File: src/inc/ttrc_regs.svh
// Register addresses, field positions and timing constants.
`ifndef TTRC_REGS_SVH
`define TTRC_REGS_SVH
`define TTRC_ADDR_W 11
`define TTRC_CFG2_ADDR 11'h002
`define TTRC_STRT_ADDR 11'h003
`define TTRC_ISR1_ADDR 11'h010
`define TTRC_ISR2_ADDR 11'h011
`define TTRC_TAG_ADDR 11'h012
`define TTRC_CFG2_RST 16'h0000
`define TTRC_RES_HI 9
`define TTRC_RES_LO 7
`define TTRC_SYNCCLR_BIT 6
`define TTRC_SYNC_DATA_TO_TAG_BIT 5
`define TTRC_COR_BIT 4
`define TTRC_LEVEL_BIT 3
`define TTRC_SRAC_BIT 2
`define TTRC_ENH_BIT 1
`define TTRC_BSEP_BIT 0
`define TTRC_DBUF_BIT 12
`define TTRC_INC_BIT 4
`define TTRC_TRST_BIT 3
`define TTRC_ICLR_BIT 2
`define TTRC_RES_SOFT 3'h6
`define TTRC_RES_EXT 3'h7
`define TTRC_RES_MAX_SHIFT 5
`define TTRC_CLK_MHZ 125
`define TTRC_CLK_NS 8
`define TTRC_TAG_BASE_US 2
`define TTRC_PULSE_NS 500
`define TTRC_PULSE_CYC ((`TTRC_PULSE_NS + `TTRC_CLK_NS - 1) / `TTRC_CLK_NS)
`endif

File: src/inc/ttrc_pkg.sv
// Shared types of the time tag and terminal configuration block.
package ttrc_pkg;
  typedef logic [15:0] ttrc_word_t;
  typedef enum logic [1:0] {TTRC_BC, TTRC_RT, TTRC_MT} ttrc_mode_t;
endpackage : ttrc_pkg

File: src/inc/ttrc_cfg_if.sv
// Configuration fields and host strobes passed to the submodules.
`timescale 1ns/1ns
interface ttrc_cfg_if;
  logic [2:0] tag_resolution_sel;
  logic sync_clears_tag;
  logic sync_data_to_tag;
  logic tag_increment_strobe;
  logic tag_reset_strobe;
  logic irq_clear_on_read;
  logic irq_level_mode;
  logic irq_status_clear;
  logic isr1_rd;
  logic isr2_rd;
  modport ctl (
    output tag_resolution_sel, sync_clears_tag, sync_data_to_tag,
    output tag_increment_strobe, tag_reset_strobe,
    output irq_clear_on_read, irq_level_mode, irq_status_clear,
    output isr1_rd, isr2_rd
  );
  modport tag (
    input tag_resolution_sel, sync_clears_tag, sync_data_to_tag,
    input tag_increment_strobe, tag_reset_strobe
  );
  modport irq (
    input irq_clear_on_read, irq_level_mode, irq_status_clear,
    input isr1_rd, isr2_rd
  );
endinterface : ttrc_cfg_if

File: src/verilog/ttrc_time_tag.sv
// Time tag counter with prescaler, soft, external and sync sources.
`timescale 1ns/1ns
`include "ttrc_regs.svh"
module ttrc_time_tag #(
  parameter int TAG_BASE_CYC = `TTRC_TAG_BASE_US * `TTRC_CLK_MHZ,
  parameter int PW = 16
) (
  input wire logic core_clk_in,
  input wire logic rst_in,
  ttrc_cfg_if.tag cfg,
  input wire logic rt_mode_in,
  input wire logic tag_clk_in,
  input wire logic sync_nodata_in,
  input wire logic sync_data_in,
  input wire ttrc_pkg::ttrc_word_t sync_word_in,
  output ttrc_pkg::ttrc_word_t tag_out
);
  logic [PW-1:0] presc_r, presc_nxt;
  logic ext_prev_r;
  ttrc_pkg::ttrc_word_t tag_nxt;
  logic [31:0] period_c;
  logic internal, tick, ext_rise, clr_ev, load_ev, adv;

  always_comb
  begin
    // Coarser settings are the base period doubled per code step.
    period_c = 32'(TAG_BASE_CYC) <<
      (3'(`TTRC_RES_MAX_SHIFT) - cfg.tag_resolution_sel);
    internal = cfg.tag_resolution_sel < `TTRC_RES_SOFT;
    // Greater-or-equal, so a shorter period picked in mid-count ends at
    // once instead of letting the prescaler run round its full range.
    tick = internal && (32'(presc_r) >= period_c - 32'd1);
    presc_nxt = (tick || !internal) ? '0 : presc_r + 1'b1;
    ext_rise = tag_clk_in && !ext_prev_r;
    clr_ev = cfg.tag_reset_strobe ||
      (rt_mode_in && cfg.sync_clears_tag && sync_nodata_in);
    load_ev = rt_mode_in && cfg.sync_data_to_tag && sync_data_in;
    unique case (cfg.tag_resolution_sel)
      `TTRC_RES_SOFT: adv = cfg.tag_increment_strobe;
      `TTRC_RES_EXT: adv = ext_rise;
      default: adv = tick;
    endcase
    tag_nxt = tag_out;
    if (clr_ev)
      tag_nxt = '0;
    else if (load_ev)
      tag_nxt = sync_word_in;
    else if (adv)
      tag_nxt = tag_out + 16'h0001;
  end

  always_ff @(posedge core_clk_in or posedge rst_in)
  begin
    if (rst_in)
    begin
      presc_r <= '0;
      ext_prev_r <= 1'b0;
      tag_out <= '0;
    end
    else
    begin
      presc_r <= presc_nxt;
      ext_prev_r <= tag_clk_in;
      tag_out <= tag_nxt;
    end
  end
endmodule : ttrc_time_tag

File: src/verilog/ttrc_irq.sv
// Interrupt status registers and active-low interrupt output shaping.
`timescale 1ns/1ns
`include "ttrc_regs.svh"
module ttrc_irq #(
  parameter int PULSE_CYC = `TTRC_PULSE_CYC
) (
  input wire logic core_clk_in,
  input wire logic rst_in,
  ttrc_cfg_if.irq cfg,
  input wire ttrc_pkg::ttrc_word_t ev1_in,
  input wire ttrc_pkg::ttrc_word_t ev2_in,
  output ttrc_pkg::ttrc_word_t isr1_out,
  output ttrc_pkg::ttrc_word_t isr2_out,
  output logic int_n_out
);
  ttrc_pkg::ttrc_word_t isr1_nxt, isr2_nxt;
  logic [7:0] cnt_r, cnt_nxt;
  logic int_n_nxt, clr1, clr2, any_ev;

  always_comb
  begin
    // A read clears only when clear-on-read is set.
    clr1 = cfg.irq_status_clear ||
      (cfg.irq_clear_on_read && cfg.isr1_rd);
    clr2 = cfg.irq_status_clear ||
      (cfg.irq_clear_on_read && cfg.isr2_rd);
    // Events arriving with a clear still set their bits.
    isr1_nxt = (clr1 ? '0 : isr1_out) | ev1_in;
    isr2_nxt = (clr2 ? '0 : isr2_out) | ev2_in;
    any_ev = (|ev1_in) || (|ev2_in);
    if (any_ev)
      cnt_nxt = 8'(PULSE_CYC);
    else if (cnt_r != '0)
      cnt_nxt = cnt_r - 8'h01;
    else
      cnt_nxt = '0;
    if (cfg.irq_level_mode)
      int_n_nxt = !((|isr1_nxt) || (|isr2_nxt));
    else
      int_n_nxt = cnt_nxt == '0;
  end

  always_ff @(posedge core_clk_in or posedge rst_in)
  begin
    if (rst_in)
    begin
      isr1_out <= '0;
      isr2_out <= '0;
      cnt_r <= '0;
      int_n_out <= 1'b1;
    end
    else
    begin
      isr1_out <= isr1_nxt;
      isr2_out <= isr2_nxt;
      cnt_r <= cnt_nxt;
      int_n_out <= int_n_nxt;
    end
  end
endmodule : ttrc_irq

File: src/verilog/ttrc_top.sv
// Configuration register 2 low fields with time tag and interrupt control.
// What this block does
// Resolution codes 000 to 101 pick 64, 32, 16, 8, 4, 2 us per count.
// Code 110 advances the tag only on a software increment write.
// Code 111 advances the tag on external tag clock rising edges.
// RT mode with sync-clear set zeroes the tag on sync without data.
// RT mode with sync-data set loads the sync data word into the tag.
// BC mode with sync-data set sends the tag as sync data word.
// Clear-on-read set clears each status register when the host reads it.
// Clear-on-read off: reads keep status; start/reset bit 2 clears both.
// Level mode holds the low interrupt until both status registers clear.
// Pulse mode gives a 504 ns (63 cycle) low pulse, restarted by each cycle with an event.
// Service request changes by host only, or also clears on vector answer.
// Enhanced buffering off: global double or single receive buffering.
// Enhanced buffering on: each subaddress control word picks its mode.
// Broadcast separation on: broadcast data goes to separate buffers.
// Broadcast separation off: broadcast data shares the normal buffer.
// Increment write adds one count only in software increment mode.
// Internal settings count every selected period and wrap at maximum.
`timescale 1ns/1ns
`include "ttrc_regs.svh"
module ttrc_top #(
  parameter int TAG_BASE_CYC = `TTRC_TAG_BASE_US * `TTRC_CLK_MHZ,
  parameter int PULSE_CYC = `TTRC_PULSE_CYC
) (
  input wire logic core_clk_in,
  input wire logic rst_in,
  input wire logic [`TTRC_ADDR_W-1:0] host_addr_in,
  input wire logic host_wr_in,
  input wire logic host_rd_in,
  input wire logic [15:0] host_wdata_in,
  output logic [15:0] host_rdata_out,
  input wire logic [1:0] mode_in,
  input wire logic tag_clk_in,
  input wire logic sync_nodata_rx_in,
  input wire logic sync_data_rx_in,
  input wire logic [15:0] sync_word_in,
  input wire logic [15:0] bc_msg_word_in,
  output logic [15:0] bc_sync_word_out,
  output logic [15:0] tag_value_out,
  input wire logic [15:0] irq_events1_in,
  input wire logic [15:0] irq_events2_in,
  output logic int_n_out,
  input wire logic svc_req_wr_in,
  input wire logic svc_req_val_in,
  input wire logic vector_answered_in,
  output logic svc_req_out,
  input wire logic rx_sa_ctrl_double_in,
  output logic rx_double_buf_out,
  input wire logic rx_bcst_cmd_in,
  output logic rx_bcst_buf_out
);
  ttrc_cfg_if cfg ();

  logic [15:0] cfg2_r, cfg2_nxt;
  logic [15:0] rdata_nxt;
  logic inc_r, inc_nxt;
  logic trst_r, trst_nxt;
  logic iclr_r, iclr_nxt;
  logic svc_nxt;
  logic dbl_nxt;
  logic bcst_nxt;
  logic [15:0] bc_word_nxt;
  logic wr_cfg2, wr_strt;
  logic bc_mode, rt_mode;
  ttrc_pkg::ttrc_mode_t mode;
  ttrc_pkg::ttrc_word_t isr1, isr2;

  assign mode = ttrc_pkg::ttrc_mode_t'(mode_in);
  assign bc_mode = mode == ttrc_pkg::TTRC_BC;
  assign rt_mode = mode == ttrc_pkg::TTRC_RT;

  // Field view of the register towards the submodules.
  always_comb
  begin
    cfg.tag_resolution_sel = cfg2_r[`TTRC_RES_HI:`TTRC_RES_LO];
    cfg.sync_clears_tag = cfg2_r[`TTRC_SYNCCLR_BIT];
    cfg.sync_data_to_tag = cfg2_r[`TTRC_SYNC_DATA_TO_TAG_BIT];
    cfg.irq_clear_on_read = cfg2_r[`TTRC_COR_BIT];
    cfg.irq_level_mode = cfg2_r[`TTRC_LEVEL_BIT];
    cfg.tag_increment_strobe = inc_r;
    cfg.tag_reset_strobe = trst_r;
    cfg.irq_status_clear = iclr_r;
    // Read strobes reach the status registers in the read cycle itself,
    // so the returned word is the value before the clear.
    cfg.isr1_rd = host_rd_in && host_addr_in == `TTRC_ISR1_ADDR;
    cfg.isr2_rd = host_rd_in && host_addr_in == `TTRC_ISR2_ADDR;
  end

  // Host write decode and the configuration register.
  always_comb
  begin
    wr_cfg2 = host_wr_in && host_addr_in == `TTRC_CFG2_ADDR;
    wr_strt = host_wr_in && host_addr_in == `TTRC_STRT_ADDR;
    cfg2_nxt = wr_cfg2 ? host_wdata_in : cfg2_r;
    inc_nxt = wr_strt && host_wdata_in[`TTRC_INC_BIT];
    trst_nxt = wr_strt && host_wdata_in[`TTRC_TRST_BIT];
    iclr_nxt = wr_strt && host_wdata_in[`TTRC_ICLR_BIT];
  end

  always_ff @(posedge core_clk_in or posedge rst_in)
  begin
    if (rst_in)
    begin
      cfg2_r <= `TTRC_CFG2_RST;
      inc_r <= 1'b0;
      trst_r <= 1'b0;
      iclr_r <= 1'b0;
    end
    else
    begin
      cfg2_r <= cfg2_nxt;
      inc_r <= inc_nxt;
      trst_r <= trst_nxt;
      iclr_r <= iclr_nxt;
    end
  end

  // Host read path. The start/reset address is write only here; the stack
  // pointer that shares it lives outside this block and reads as zero.
  always_comb
  begin
    rdata_nxt = host_rdata_out;
    if (host_rd_in)
    begin
      unique case (host_addr_in)
        `TTRC_CFG2_ADDR: rdata_nxt = cfg2_r;
        `TTRC_ISR1_ADDR: rdata_nxt = isr1;
        `TTRC_ISR2_ADDR: rdata_nxt = isr2;
        `TTRC_TAG_ADDR: rdata_nxt = tag_value_out;
        default: rdata_nxt = '0;
      endcase
    end
  end

  always_ff @(posedge core_clk_in or posedge rst_in)
  begin
    if (rst_in)
      host_rdata_out <= '0;
    else
      host_rdata_out <= rdata_nxt;
  end

  // Terminal side decisions driven from the configuration fields.
  always_comb
  begin
    // A host write in the same cycle as the auto clear wins, so a
    // fresh request from software is never dropped.
    if (svc_req_wr_in)
      svc_nxt = svc_req_val_in;
    else if (cfg2_r[`TTRC_SRAC_BIT] && vector_answered_in)
      svc_nxt = 1'b0;
    else
      svc_nxt = svc_req_out;
    if (cfg2_r[`TTRC_ENH_BIT])
      dbl_nxt = rx_sa_ctrl_double_in;
    else
      dbl_nxt = cfg2_r[`TTRC_DBUF_BIT];
    // Shared storage simply means the broadcast buffer is never chosen.
    bcst_nxt = cfg2_r[`TTRC_BSEP_BIT] && rx_bcst_cmd_in;
    if (bc_mode && cfg2_r[`TTRC_SYNC_DATA_TO_TAG_BIT])
      bc_word_nxt = tag_value_out;
    else
      bc_word_nxt = bc_msg_word_in;
  end

  always_ff @(posedge core_clk_in or posedge rst_in)
  begin
    if (rst_in)
    begin
      svc_req_out <= 1'b0;
      rx_double_buf_out <= 1'b0;
      rx_bcst_buf_out <= 1'b0;
      bc_sync_word_out <= '0;
    end
    else
    begin
      svc_req_out <= svc_nxt;
      rx_double_buf_out <= dbl_nxt;
      rx_bcst_buf_out <= bcst_nxt;
      bc_sync_word_out <= bc_word_nxt;
    end
  end

  ttrc_time_tag #(
    .TAG_BASE_CYC(TAG_BASE_CYC),
    .PW(16)
  ) u_tag (
    .core_clk_in(core_clk_in),
    .rst_in(rst_in),
    .cfg(cfg.tag),
    .rt_mode_in(rt_mode),
    .tag_clk_in(tag_clk_in),
    .sync_nodata_in(sync_nodata_rx_in),
    .sync_data_in(sync_data_rx_in),
    .sync_word_in(sync_word_in),
    .tag_out(tag_value_out)
  );

  ttrc_irq #(
    .PULSE_CYC(PULSE_CYC)
  ) u_irq (
    .core_clk_in(core_clk_in),
    .rst_in(rst_in),
    .cfg(cfg.irq),
    .ev1_in(irq_events1_in),
    .ev2_in(irq_events2_in),
    .isr1_out(isr1),
    .isr2_out(isr2),
    .int_n_out(int_n_out)
  );
endmodule : ttrc_top

File: config.mk
export PLATFORM = sky130hd
export DESIGN_NAME = ttrc_top
export DESIGN_NICKNAME = d
export VERILOG_FILES = /design/src/inc/ttrc_pkg.sv /design/src/inc/ttrc_cfg_if.sv /design/src/verilog/ttrc_time_tag.sv /design/src/verilog/ttrc_irq.sv /design/src/verilog/ttrc_top.sv
export VERILOG_INCLUDE_DIRS = /design/src /design/src/inc
export SDC_FILE = /design/constraint.sdc
export NUM_CORES = 1
export LEC_CHECK = 0
export BUFFER_PORTS_ARGS = -buffer_cell sky130_fd_sc_hd__buf_2
export CAP_MARGIN = 5
export CELL_PAD_IN_SITES_DETAIL_PLACEMENT = 2
export CELL_PAD_IN_SITES_GLOBAL_PLACEMENT = 2
export CORE_MARGIN = 2
export CORE_UTILIZATION = 31
export DETAILED_ROUTE_END_ITERATION = 7
export PLACE_DENSITY_LB_ADDON = 0.1
export SYNTH_ARGS = -nofsm -noshare
export SYNTH_HDL_FRONTEND = slang
export SYNTH_HIERARCHICAL = 1
export SYNTH_SLANG_ARGS = --single-unit
export TNS_END_PERCENT = 5
File: constraint.sdc
create_clock -name core_clk_in -period 3.2 [get_ports core_clk_in]
set_input_delay 0.48 -clock core_clk_in [delete_from_list [all_inputs] [get_ports core_clk_in]]
set_output_delay 0.48 -clock core_clk_in [all_outputs]
set_load 0.005 [all_outputs]
==> flow_metrics.tcl, run 1 <==
set metrics [dict create \
    status "complete, no violations" \
    cell_internal_pwr_w 0.00310 \
    synth_top_area_share 0.460 \
    grt_pass1_wl_um 38300 \
    setup_viol 0 \
    clk_pin_slew_ns 0.06 \
    fin_crit_sh 0.943 \
    grt_remaining_overflow 0 \
    pwr-share-clk 0.425 \
    synthTopCellsByArea "dfrtp_1 (46%), mux2_2 (5.1%), ha_1 (4.5%)" \
    syn_area_per_cell_um2 10.6 \
    worst-endpoint-required_ns 3.53 \
    wl_um 24000 \
    cts.sinks 128 \
    finalCriticalPeriod_ns 3.02 \
    post_drt_via_cell_ratio 5.27 \
    p_seq_frac 0.428 \
    p_leak_nw 3.87 \
    final_max_slew_viol_count 0 \
    final_nets 942 \
    ioPinCount 157 \
    power.density_mw_per_mm2 515 \
    area_delta_synth_final_pct 24.4 \
    cts_setup_buffers 0 \
    fin_setup_tns_ns 0 \
    avgRoutedWirePerCell_um 21.7 \
    met2_usage 0.365 \
    die-height_um 153 \
    numCtsBuffers 17 \
    hold_buffers 0 \
    p_sw_frac 0.301 \
    use_met3 0.0405 \
    worstSetupStartpointType "flip-flop" \
    start_util 0.317 \
    synth_area_mm2 0.00691 \
    grt_max_degree 42 \
    ys_top_cells_by_count "dfrtp_1 (127), nor2_1 (45), nand2_1 (40)" \
    grt_usage 0.209 \
    placed_area_mm2 0.00801 \
    timing_hold_violations_final 0 \
    crit_fanout 8 \
    synthArstFlopShare 1.00 \
    cts_tree "yes" \
    hpwl_um 18200 \
    drive_above_1_share 0.330 \
    antenna_found_initial 0 \
    h-tree-depth 4 \
    reg2reg_slack_ns 0.18 \
    core_mm2 0.0218 \
    drt.antenna.violating_nets 0 \
    multi_input_area_mm2 0.00346 \
    globalplace.congestion 0.800 \
    arrival_ns 3.34 \
    rsz0062_at_grt "false" \
    ys_seq_area_frac 0.464 \
    max_freq_ghz 0.331 \
    busiest_layer "met2" \
    switchingPower_w 0.00134 \
    yosys_warnings 6 \
    reg2reg_to "u_tag/tag_out[0]$_DFFE_PP0P_" \
    relSlewSlack 0.420 \
    drt-initial-drc-count 213 \
    via_count 5822 \
    drv_cap 0 \
    combPwrFrac 0.147 \
    synthFlopType "dfrtp_1" \
    drc_errors 0 \
    tightest_slew_ns 0.871 \
    nFillCells 2343 \
    synth_edf_count 0 \
    cts_root_buf "clkbuf_16" \
    clk_latency_ns 0.42 \
    cts.path.max_buffers 2 \
    ys_types 74 \
    fin_skew_ns 0.00905 \
    startpoint "cfg2_r[8]$_DFFE_PP0P_" \
    synth_most_common_cell "dfrtp_1" \
    rows 54 \
    regArea_mm2 0.00320 \
    ir_drop_v 0.000321 \
    hold_path.class "input pin to async pin" \
    end_kind "flip-flop" \
    reg2reg_from "cfg2_r[8]$_DFFE_PP0P_" \
    crit_end "u_tag/tag_out[0]$_DFFE_PP0P_" \
    path_class "flip-flop to flip-flop" \
    synth_cells 650 \
    syn_nets 780 \
    ys_ff_latch 128 \
    met1_usage 0.267 \
    n_antenna_cell 0 \
    port_buffers 156 \
    die-area_mm2 0.0235 \
    firstDrtPassIters 4 \
    yosysTopAreaCell "dfrtp_1" \
    design_area_mm2 0.00860 \
    reg2regPathDepth 13 \
    die_w_um 153 \
    grt_pass1_vias 6799 \
]
-- how the worst min path moves through the flow --
stage	depth (start not counted)	to	start	slack, ns
floorplan	1	u_irq/isr1_out[6]$_DFF_PP0_	u_irq/isr1_out[6]$_DFF_PP0_	0.46
global placement	1	cfg2_r[15]$_DFFE_PP0P_	cfg2_r[15]$_DFFE_PP0P_	0.49
CTS	3	u_tag/presc_r[3]$_DFF_PP0_	rst_in	0.21
finish	3	u_tag/presc_r[3]$_DFF_PP0_	rst_in	0.20
global route	1	u_tag/ext_prev_r$_DFF_PP0_	tag_clk_in	0.21
detailed placement	1	cfg2_r[10]$_DFFE_PP0P_	cfg2_r[10]$_DFFE_PP0P_	0.49
-- sequential cells by signal, summed over array words and instances, names as in the netlist, 8 cells and up --
| name | flops |
|---|---|
| u_tag/tag_out | 16 |
| u_irq/isr2_out | 16 |
| bc_sync_word_out | 16 |
| cfg2_r | 16 |
| u_tag/presc_r | 16 |
| host_rdata_out | 16 |
| u_irq/cnt_r | 8 |
| u_irq/isr1_out | 16 |
-- routing by layer --
metal	vias up	share of wire	wire length [um]
li1	2707	-	-
met1	2977	0.44	10600
met2	124	0.51	12200
met3	14	0.041	977
met4	0	0.010	239
met5	-	0	0
-- cells by family (layout without fill, tap and decap cells) --
family                   count (synthesis)  in the layout  share of synthesized area
multiplexers                            59             59                     0.0983
buffers and inverters                   60            234                     0.0389
AND/OR/NAND/NOR                        196            196                      0.165
XOR/XNOR                                20             20                     0.0253
flip-flops                             128            128                      0.464
adder cells (fa/ha/maj)                 25             25                     0.0453
other                                    2              2                    0.00109
AO/OA/AOI/OAI                          160            160                      0.162
-- per-stage QoR --
stage | cells | hold WS (ns) | setup slack [ns] | power (W) | utilization
floorplan | 650 | 0.457 | 0.0393 | 0.00226 | -
global placement | 1073 | 0.486 | 0.0990 | 0.00251 | 0.367
detailed placement | 1073 | 0.495 | -0.161 | 0.00257 | 0.367
CTS | 1104 | 0.208 | 0.0157 | 0.00449 | 0.393
global route | 1104 | 0.214 | 0.00378 | 0.00466 | 0.394
finish | 1104 | 0.202 | 0.183 | 0.00443 | 0.394
-- area by class of cell --
class	count	share of cell area
Inverter	30	0.0131
Sequential cell	128	0.373
Timing Repair Buffer	173	0.106
Multi-Input combinational cell	462	0.403
Tap cell	280	0.0408
Clock buffer	18	0.0511
Clock inverter	13	0.0135
-- layout by cell type, fill, tap and decap left out, types with 5 or more instances in the layout --
| cell type | netlist | layout |
|---|---|---|
| nand3_1 | 17 | 17 |
| ha_1 | 25 | 25 |
| nor3_1 | 13 | 13 |
| and2_1 | 5 | 5 |
| mux2_4 | 10 | 10 |
| o22ai_1 | 16 | 16 |
| inv_1 | 30 | 29 |
| mux2_2 | 31 | 31 |
| buf_2 | 11 | 156 |
| nor2_1 | 45 | 44 |
| xnor2_1 | 9 | 9 |
| clkinvlp_4 | 0 | 6 |
| a211oi_1 | 9 | 9 |
| o31ai_1 | 9 | 9 |
| nand2_1 | 40 | 40 |
| xor2_1 | 11 | 11 |
| buf_4 | 2 | 16 |
| dfrtp_1 | 127 | 127 |
| nor2b_1 | 6 | 6 |
| clkbuf_16 | 0 | 17 |
| nor4_1 | 13 | 13 |
| nor4bb_1 | 8 | 8 |
| a21o_1 | 36 | 36 |
| and4b_1 | 9 | 9 |
| o21ai_0 | 22 | 21 |
| and3_1 | 5 | 5 |
| nand4_1 | 7 | 7 |
| a21oi_1 | 27 | 27 |
| o22a_1 | 9 | 9 |
| o211ai_1 | 8 | 8 |
| mux2i_1 | 18 | 18 |
-- power by group through the flow --
stage | logic [W] | registers [W] | clock network [W]
2_1_floorplan | 0.000395 | 0.00186 | 0
3_3_place_gp | 0.000587 | 0.00192 | 0
3_5_place_dp | 0.000643 | 0.00193 | 0
4_1_cts | 0.000656 | 0.00190 | 0.00193
5_1_grt | 0.000741 | 0.00192 | 0.00200
6_report | 0.000650 | 0.00190 | 0.00188
-- worst max-delay path, stage by stage, from the launching register on --
cell     delay, ns
dfrtp_1       0.35
inv_1         0.08
ha_1          0.36
nor2_2        0.16
nand2_1       0.09
ha_1          0.30
ha_1          0.28
nand2_1       0.17
o21ai_1       0.13
a211o_1       0.31
o21a_4        0.25
buf_4         0.16
xnor2_1       0.12
o21ai_0       0.17
-- timing repair --
action	in CTS	in global routing
resized for setup	4	4
endpoints found under the setup margin	16	32
pin swaps	0	1
No activity file was read; power rests on OpenSTA's default activity.
==> inputs of run 2 (changes only) <==
--- a/config.mk
+++ b/config.mk
@@ -11,7 +11,7 @@
 export CELL_PAD_IN_SITES_DETAIL_PLACEMENT = 2
 export CELL_PAD_IN_SITES_GLOBAL_PLACEMENT = 2
 export CORE_MARGIN = 2
-export CORE_UTILIZATION = 31
+export CORE_UTILIZATION = 34
 export DETAILED_ROUTE_END_ITERATION = 7
 export PLACE_DENSITY_LB_ADDON = 0.1
 export SYNTH_ARGS = -nofsm -noshare
==> constraint.sdc (replaced) <==
create_clock -name core_clk_in -period 3.1 [get_ports core_clk_in]
set_input_delay 0.465 -clock core_clk_in [delete_from_list [all_inputs] [get_ports core_clk_in]]
set_output_delay 0.465 -clock core_clk_in [all_outputs]
set_load 0.005 [all_outputs]
==> flow_metrics.tcl, run 2 (synthesis gave the netlist of run 1 again) <==
set metrics [dict create \
    drive_above_1_share 0.335 \
    post_drt_via_cell_ratio 5.36 \
    pwr-share-clk 0.460 \
    final_nets 945 \
    drt-initial-drc-count 167 \
    tightest_slew_ns 0.883 \
    finalCriticalPeriod_ns 2.96 \
    grt_remaining_overflow 0 \
    power.density_mw_per_mm2 560 \
    critPathMostFrequentCell "ha_1" \
    grt_pass1_vias 6866 \
    start_util 0.344 \
    p_sw_frac 0.276 \
    clk_latency_ns 0.43 \
    reg2reg_from "cfg2_r[9]$_DFFE_PP0P_" \
    antenna_found_initial 0 \
    arrival_ns 3.25 \
    rows 52 \
    globalplace.congestion 0.816 \
    drc_errors 0 \
    final_max_slew_viol_count 0 \
    cts_tree "yes" \
    crit_chain "inv_1 -> ha_4 -> nor2_2 -> nand2_1 -> ha_1 -> ha_1 -> nand2_2 -> nor4_4 -> a32o_2 -> o21a_4 -> a21oi_1 -> o2bb2a_1" \
    placed_area_mm2 0.00800 \
    die-area_mm2 0.0215 \
    firstDrtPassIters 4 \
    fin_crit_sh 0.954 \
    crit_fanout 10 \
    worst-endpoint-required_ns 3.40 \
    power_w 0.00488 \
    fin_hold_ws_ns 0.203 \
    cp_top_family "compound AO/OA/AOI/OAI gates" \
    p_leak_nw 3.94 \
    setup_viol 0 \
    rsz0062_at_grt "true" \
    relSlewSlack 0.412 \
    cts_root_buf "clkbuf_16" \
    ioPinCount 157 \
    ir_drop_v 0.000335 \
    p_seq_frac 0.401 \
    wl_um 24600 \
    switchingPower_w 0.00135 \
    drt.antenna.violating_nets 0 \
    via_count 5882 \
    core_mm2 0.0201 \
    numCtsBuffers 17 \
    grt_usage 0.239 \
    die-height_um 147 \
    worstSetupStartpointType "flip-flop" \
    hold_path.class "input pin to flip-flop" \
    slowest_delay_ns 0.39 \
    path_class "flip-flop to flip-flop" \
    utilization 0.434 \
    status "complete, no violations" \
    die_w_um 147 \
    combPwrFrac 0.139 \
    cts.sinks 128 \
    cell_internal_pwr_w 0.00354 \
    area_delta_synth_final_pct 26.3 \
    layout_common_cells "buf_2 (156), dfrtp_1 (127), nor2_1 (44)" \
    fin_skew_ns 0.0124 \
    design_area_mm2 0.00872 \
    startpoint "cfg2_r[9]$_DFFE_PP0P_" \
    grt_max_degree 40 \
    cts.path.max_buffers 2 \
    h-tree-depth 4 \
    n_antenna_cell 0 \
    drv_cap 0 \
    max_freq_ghz 0.338 \
    hpwl_um 18600 \
    clk_pin_slew_ns 0.06 \
    grt_pass1_wl_um 39600 \
    path_buf_inv 1 \
    crit_path_top_delay_cell "dfrtp_1" \
    port_buffers 156 \
    timing_hold_violations_final 0 \
    avgRoutedWirePerCell_um 22.4 \
    end_kind "flip-flop" \
    hp-start "tag_clk_in" \
    final_common_cell "buf_2" \
]
## run 2: final timing paths
check,endpoint,slack (ns),depth (start not counted)
max,u_tag/tag_out[6]$_DFFE_PP0P_,0.14,12
min,u_tag/ext_prev_r$_DFF_PP0_,0.20,1
max in group asynchronous,host_rdata_out[13]$_DFFE_PP0P_,1.67,4
min reg2reg,u_irq/isr2_out[2]$_DFF_PP0_,0.50,1
max reg2reg,u_tag/tag_out[6]$_DFFE_PP0P_,0.14,12
min in group asynchronous,u_irq/cnt_r[4]$_DFF_PP0_,0.49,3
## run 2: repair_timing
| item | CTS | global route |
|---|---|---|
| hold buffers | 1 | 0 |
| gates resized for setup | 8 | 6 |
| buffers inserted | 0 | 2 |
| setup endpoints to repair | 14 | 32 |
| hold endpoints to repair | 2 | 0 |
| pin swaps | 0 | 3 |
## run 2: area by class of cell
class | count | area (um^2)
Fill cell | 2103 | 11400
Multi-Input combinational cell | 462 | 3480
Sequential cell | 128 | 3200
Timing Repair Buffer | 176 | 937
Clock buffer | 19 | 443
Tap cell | 270 | 338
Clock inverter | 12 | 206
Inverter | 30 | 113
## run 2: per-layer routing
metal  routed length, um  up-vias  track usage
met5                   0        -            0
met4                 396        0       0.0670
met3                1050       30       0.0516
met2               12800      125        0.424
met1               10400     3014        0.293
li1                    -     2713            -
## run 2: power groups by stage
stage	logic, W	clock network (W)	registers, W
floorplan	0.000408	0	0.00192
global placement	0.000605	0	0.00198
detailed placement	0.000658	0	0.00199
CTS	0.000684	0.00230	0.00196
global route	0.000779	0.00237	0.00198
finish	0.000680	0.00225	0.00196
## run 2: metrics by stage
stage	worst slack [ns]	setup TNS, ns	std cells
finish	0.142	0	1097
global route	-0.0517	-0.0630	1097
CTS	0.0153	0	1095
detailed placement	-0.173	-1.25	1063
global placement	0.0695	0	1063
floorplan	0.0310	0	650
==> inputs of run 3 (changes only) <==
--- a/config.mk
+++ b/config.mk
@@ -6,14 +6,16 @@
 export SDC_FILE = /design/constraint.sdc
 export NUM_CORES = 1
 export LEC_CHECK = 0
+export ABC_AREA = 1
 export BUFFER_PORTS_ARGS = -buffer_cell sky130_fd_sc_hd__buf_2
 export CAP_MARGIN = 5
 export CELL_PAD_IN_SITES_DETAIL_PLACEMENT = 2
 export CELL_PAD_IN_SITES_GLOBAL_PLACEMENT = 2
 export CORE_MARGIN = 2
-export CORE_UTILIZATION = 34
+export CORE_UTILIZATION = 32
 export DETAILED_ROUTE_END_ITERATION = 7
 export PLACE_DENSITY_LB_ADDON = 0.1
+export RECOVER_POWER = 100
 export SYNTH_ARGS = -nofsm -noshare
 export SYNTH_HDL_FRONTEND = slang
 export SYNTH_HIERARCHICAL = 1
==> flow_metrics.tcl, run 3 <==
set metrics [dict create \
    core_mm2 0.0234 \
    synthArstFlopShare 1.00 \
    max_freq_ghz 0.351 \
    ys_ff_latch 128 \
    post_drt_via_cell_ratio 4.90 \
    cts_tree "yes" \
    fin_crit_sh 0.919 \
    final_common_cell "nand2_1" \
    arrival_ns 3.16 \
    yosysTopAreaCell "dfrtp_1" \
    syn_area_per_cell_um2 7.95 \
    port_buffers 156 \
    drt.antenna.violating_nets 0 \
    antenna_found_initial 0 \
    hold_path.class "input pin to flip-flop" \
    cts.sinks 128 \
    die_w_um 158 \
    hold_buffers 0 \
    synth_cells 958 \
    finalCriticalPeriod_ns 2.85 \
    power.density_mw_per_mm2 439 \
    cts_root_buf "clkbuf_16" \
    wl_um 26600 \
    layout_common_cells "nand2_1 (226), dfrtp_1 (127), inv_1 (117)" \
    dp.cells 1418 \
    clk_latency_ns 0.43 \
    grt_remaining_overflow 0 \
    n_antenna_cell 0 \
    design_area_mm2 0.00913 \
    fin_setup_tns_ns 0 \
    via_count 7113 \
    yosys_warnings 6 \
    die-height_um 158 \
    grt_pass1_vias 7788 \
    final_max_slew_viol_count 42 \
    die-area_mm2 0.0251 \
    drv_cap 1 \
    synth_area_mm2 0.00762 \
    start_util 0.326 \
    synthTopCellsByArea "dfrtp_1 (42%), nand2_1 (11%), nand3_1 (7.4%)" \
    violations "max-capacitance violations, max-slew violations" \
    tightest_slew_ns 2.32 \
    end_kind "flip-flop" \
    path_class "flip-flop to flip-flop" \
    grt_usage 0.223 \
    firstDrtPassIters 4 \
    placed_area_mm2 0.00867 \
    hpwl_um 20300 \
    setup_viol 0 \
    synth_top_area_share 0.417 \
    final_nets 1249 \
    power_w 0.00401 \
    stdcell_count 1451 \
    rsz0062_at_grt "false" \
    grt_pass1_wl_um 42600 \
    ioPinCount 157 \
    synth_edf_count 0 \
    ys_types 47 \
    grt_max_degree 42 \
    ys_seq_area_frac 0.421 \
    drive_above_1_share 0.203 \
    worst-endpoint-required_ns 3.41 \
    synthFlopType "dfrtp_1" \
    drc_errors 0 \
    area_delta_synth_final_pct 19.8 \
    numCtsBuffers 17 \
    p_leak_nw 4.69 \
    fin_skew_ns 0.00957 \
    clk_pin_slew_ns 0.06 \
    timing_hold_violations_final 0 \
    worstSetupStartpointType "flip-flop" \
    h-tree-depth 4 \
    drt-initial-drc-count 245 \
    globalplace.congestion 0.780 \
    relSlewSlack -0.545 \
    cts_setup_buffers 0 \
    avgRoutedWirePerCell_um 18.3 \
    syn_nets 1088 \
    ir_drop_v 0.000273 \
    ys_top_cells_by_count "nand2_1 (223), dfrtp_1 (127), inv_1 (118)" \
    crit_fanout 18 \
    cts.path.max_buffers 2 \
    rows 56 \
    synth_most_common_cell "nand2_1" \
    status "finished with violations" \
]
==> run 3: stage by stage <==
step	setup slack [ns]	util	hold slack, ns
after CTS	0.116	0.396	0.151
after detailed placement	0.186	0.371	0.462
final	0.251	0.390	0.176
after global routing	0.0543	0.390	0.176
after floorplan	0.440	-	0.435
after global placement	0.346	0.371	0.455
==> run 3: worst paths after layout <==
check                                         start                            to  slack, ns  cells after the start
max                           cfg2_r[8]$_DFFE_PP0P_  u_tag/tag_out[5]$_DFFE_PP0P_       0.25                     14
min                                      tag_clk_in    u_tag/ext_prev_r$_DFF_PP0_       0.18                      1
max reg2reg                   cfg2_r[8]$_DFFE_PP0P_  u_tag/tag_out[5]$_DFFE_PP0P_       0.25                     14
min reg2reg                u_irq/cnt_r[0]$_DFF_PP0_      u_irq/cnt_r[0]$_DFF_PP0_       0.46                      1
max in group asynchronous                    rst_in  u_irq/isr2_out[14]$_DFF_PP0_       0.84                      3
min in group asynchronous                    rst_in    u_tag/presc_r[1]$_DFF_PP0_       0.25                      2
==> run 3: metal layers <==
| metal | vias to the layer above | part of all wire | track usage |
|---|---|---|---|
| met2 | 119 | 0.49 | 0.382 |
| met5 | - | 0 | 0 |
| li1 | 3434 | - | - |
| met1 | 3541 | 0.46 | 0.290 |
| met4 | 0 | 0.017 | 0.0553 |
| met3 | 19 | 0.030 | 0.0408 |
==> run 3: cells by family after synthesis <==
logic type	synth area share
buf+inv	0.0888
simple gates	0.333
mux	0.0236
other cells	0.000986
fa+ha+maj	0.0411
compound gates	0.0734
flops	0.421
xor+xnor	0.0184
==> run 3: worst max-delay path, cell delays in order (launching register included) <==
cell and delay [ns]:
dfrtp_1 0.36, inv_2 0.07, ha_1 0.39, nor2_2 0.18, nand2_1 0.09, ha_1 0.31, ha_1 0.31, nand2_1 0.08
o21ai_0 0.09, nor2_1 0.14, nand2_2 0.10, nand3_4 0.20, nand3_4 0.19, nand2_1 0.13, nand2_1 0.07
==> run 3: repair_timing <==
action | in CTS | in global routing
gates resized for setup | 0 | 5
endpoints found under the setup margin | 0 | 24
endpoints found under the hold margin | 0 | 0
==> run 3: power by group <==
part	switching, W	internal [W]	total, W
registers	0.0000207	0.00169	0.00171
logic	0.000152	0.0000964	0.000248
clock network	0.000851	0.00120	0.00205
total	0.00102	0.00299	0.00401
==> run 3: layout make-up <==
cell class,instances,area (um^2)
Clock buffer,18,429
Clock inverter,14,155
Fill cell,2827,14300
Inverter,126,478
Multi-Input combinational cell,680,3680
Sequential cell,128,3200
Tap cell,319,399
Timing Repair Buffer,166,787
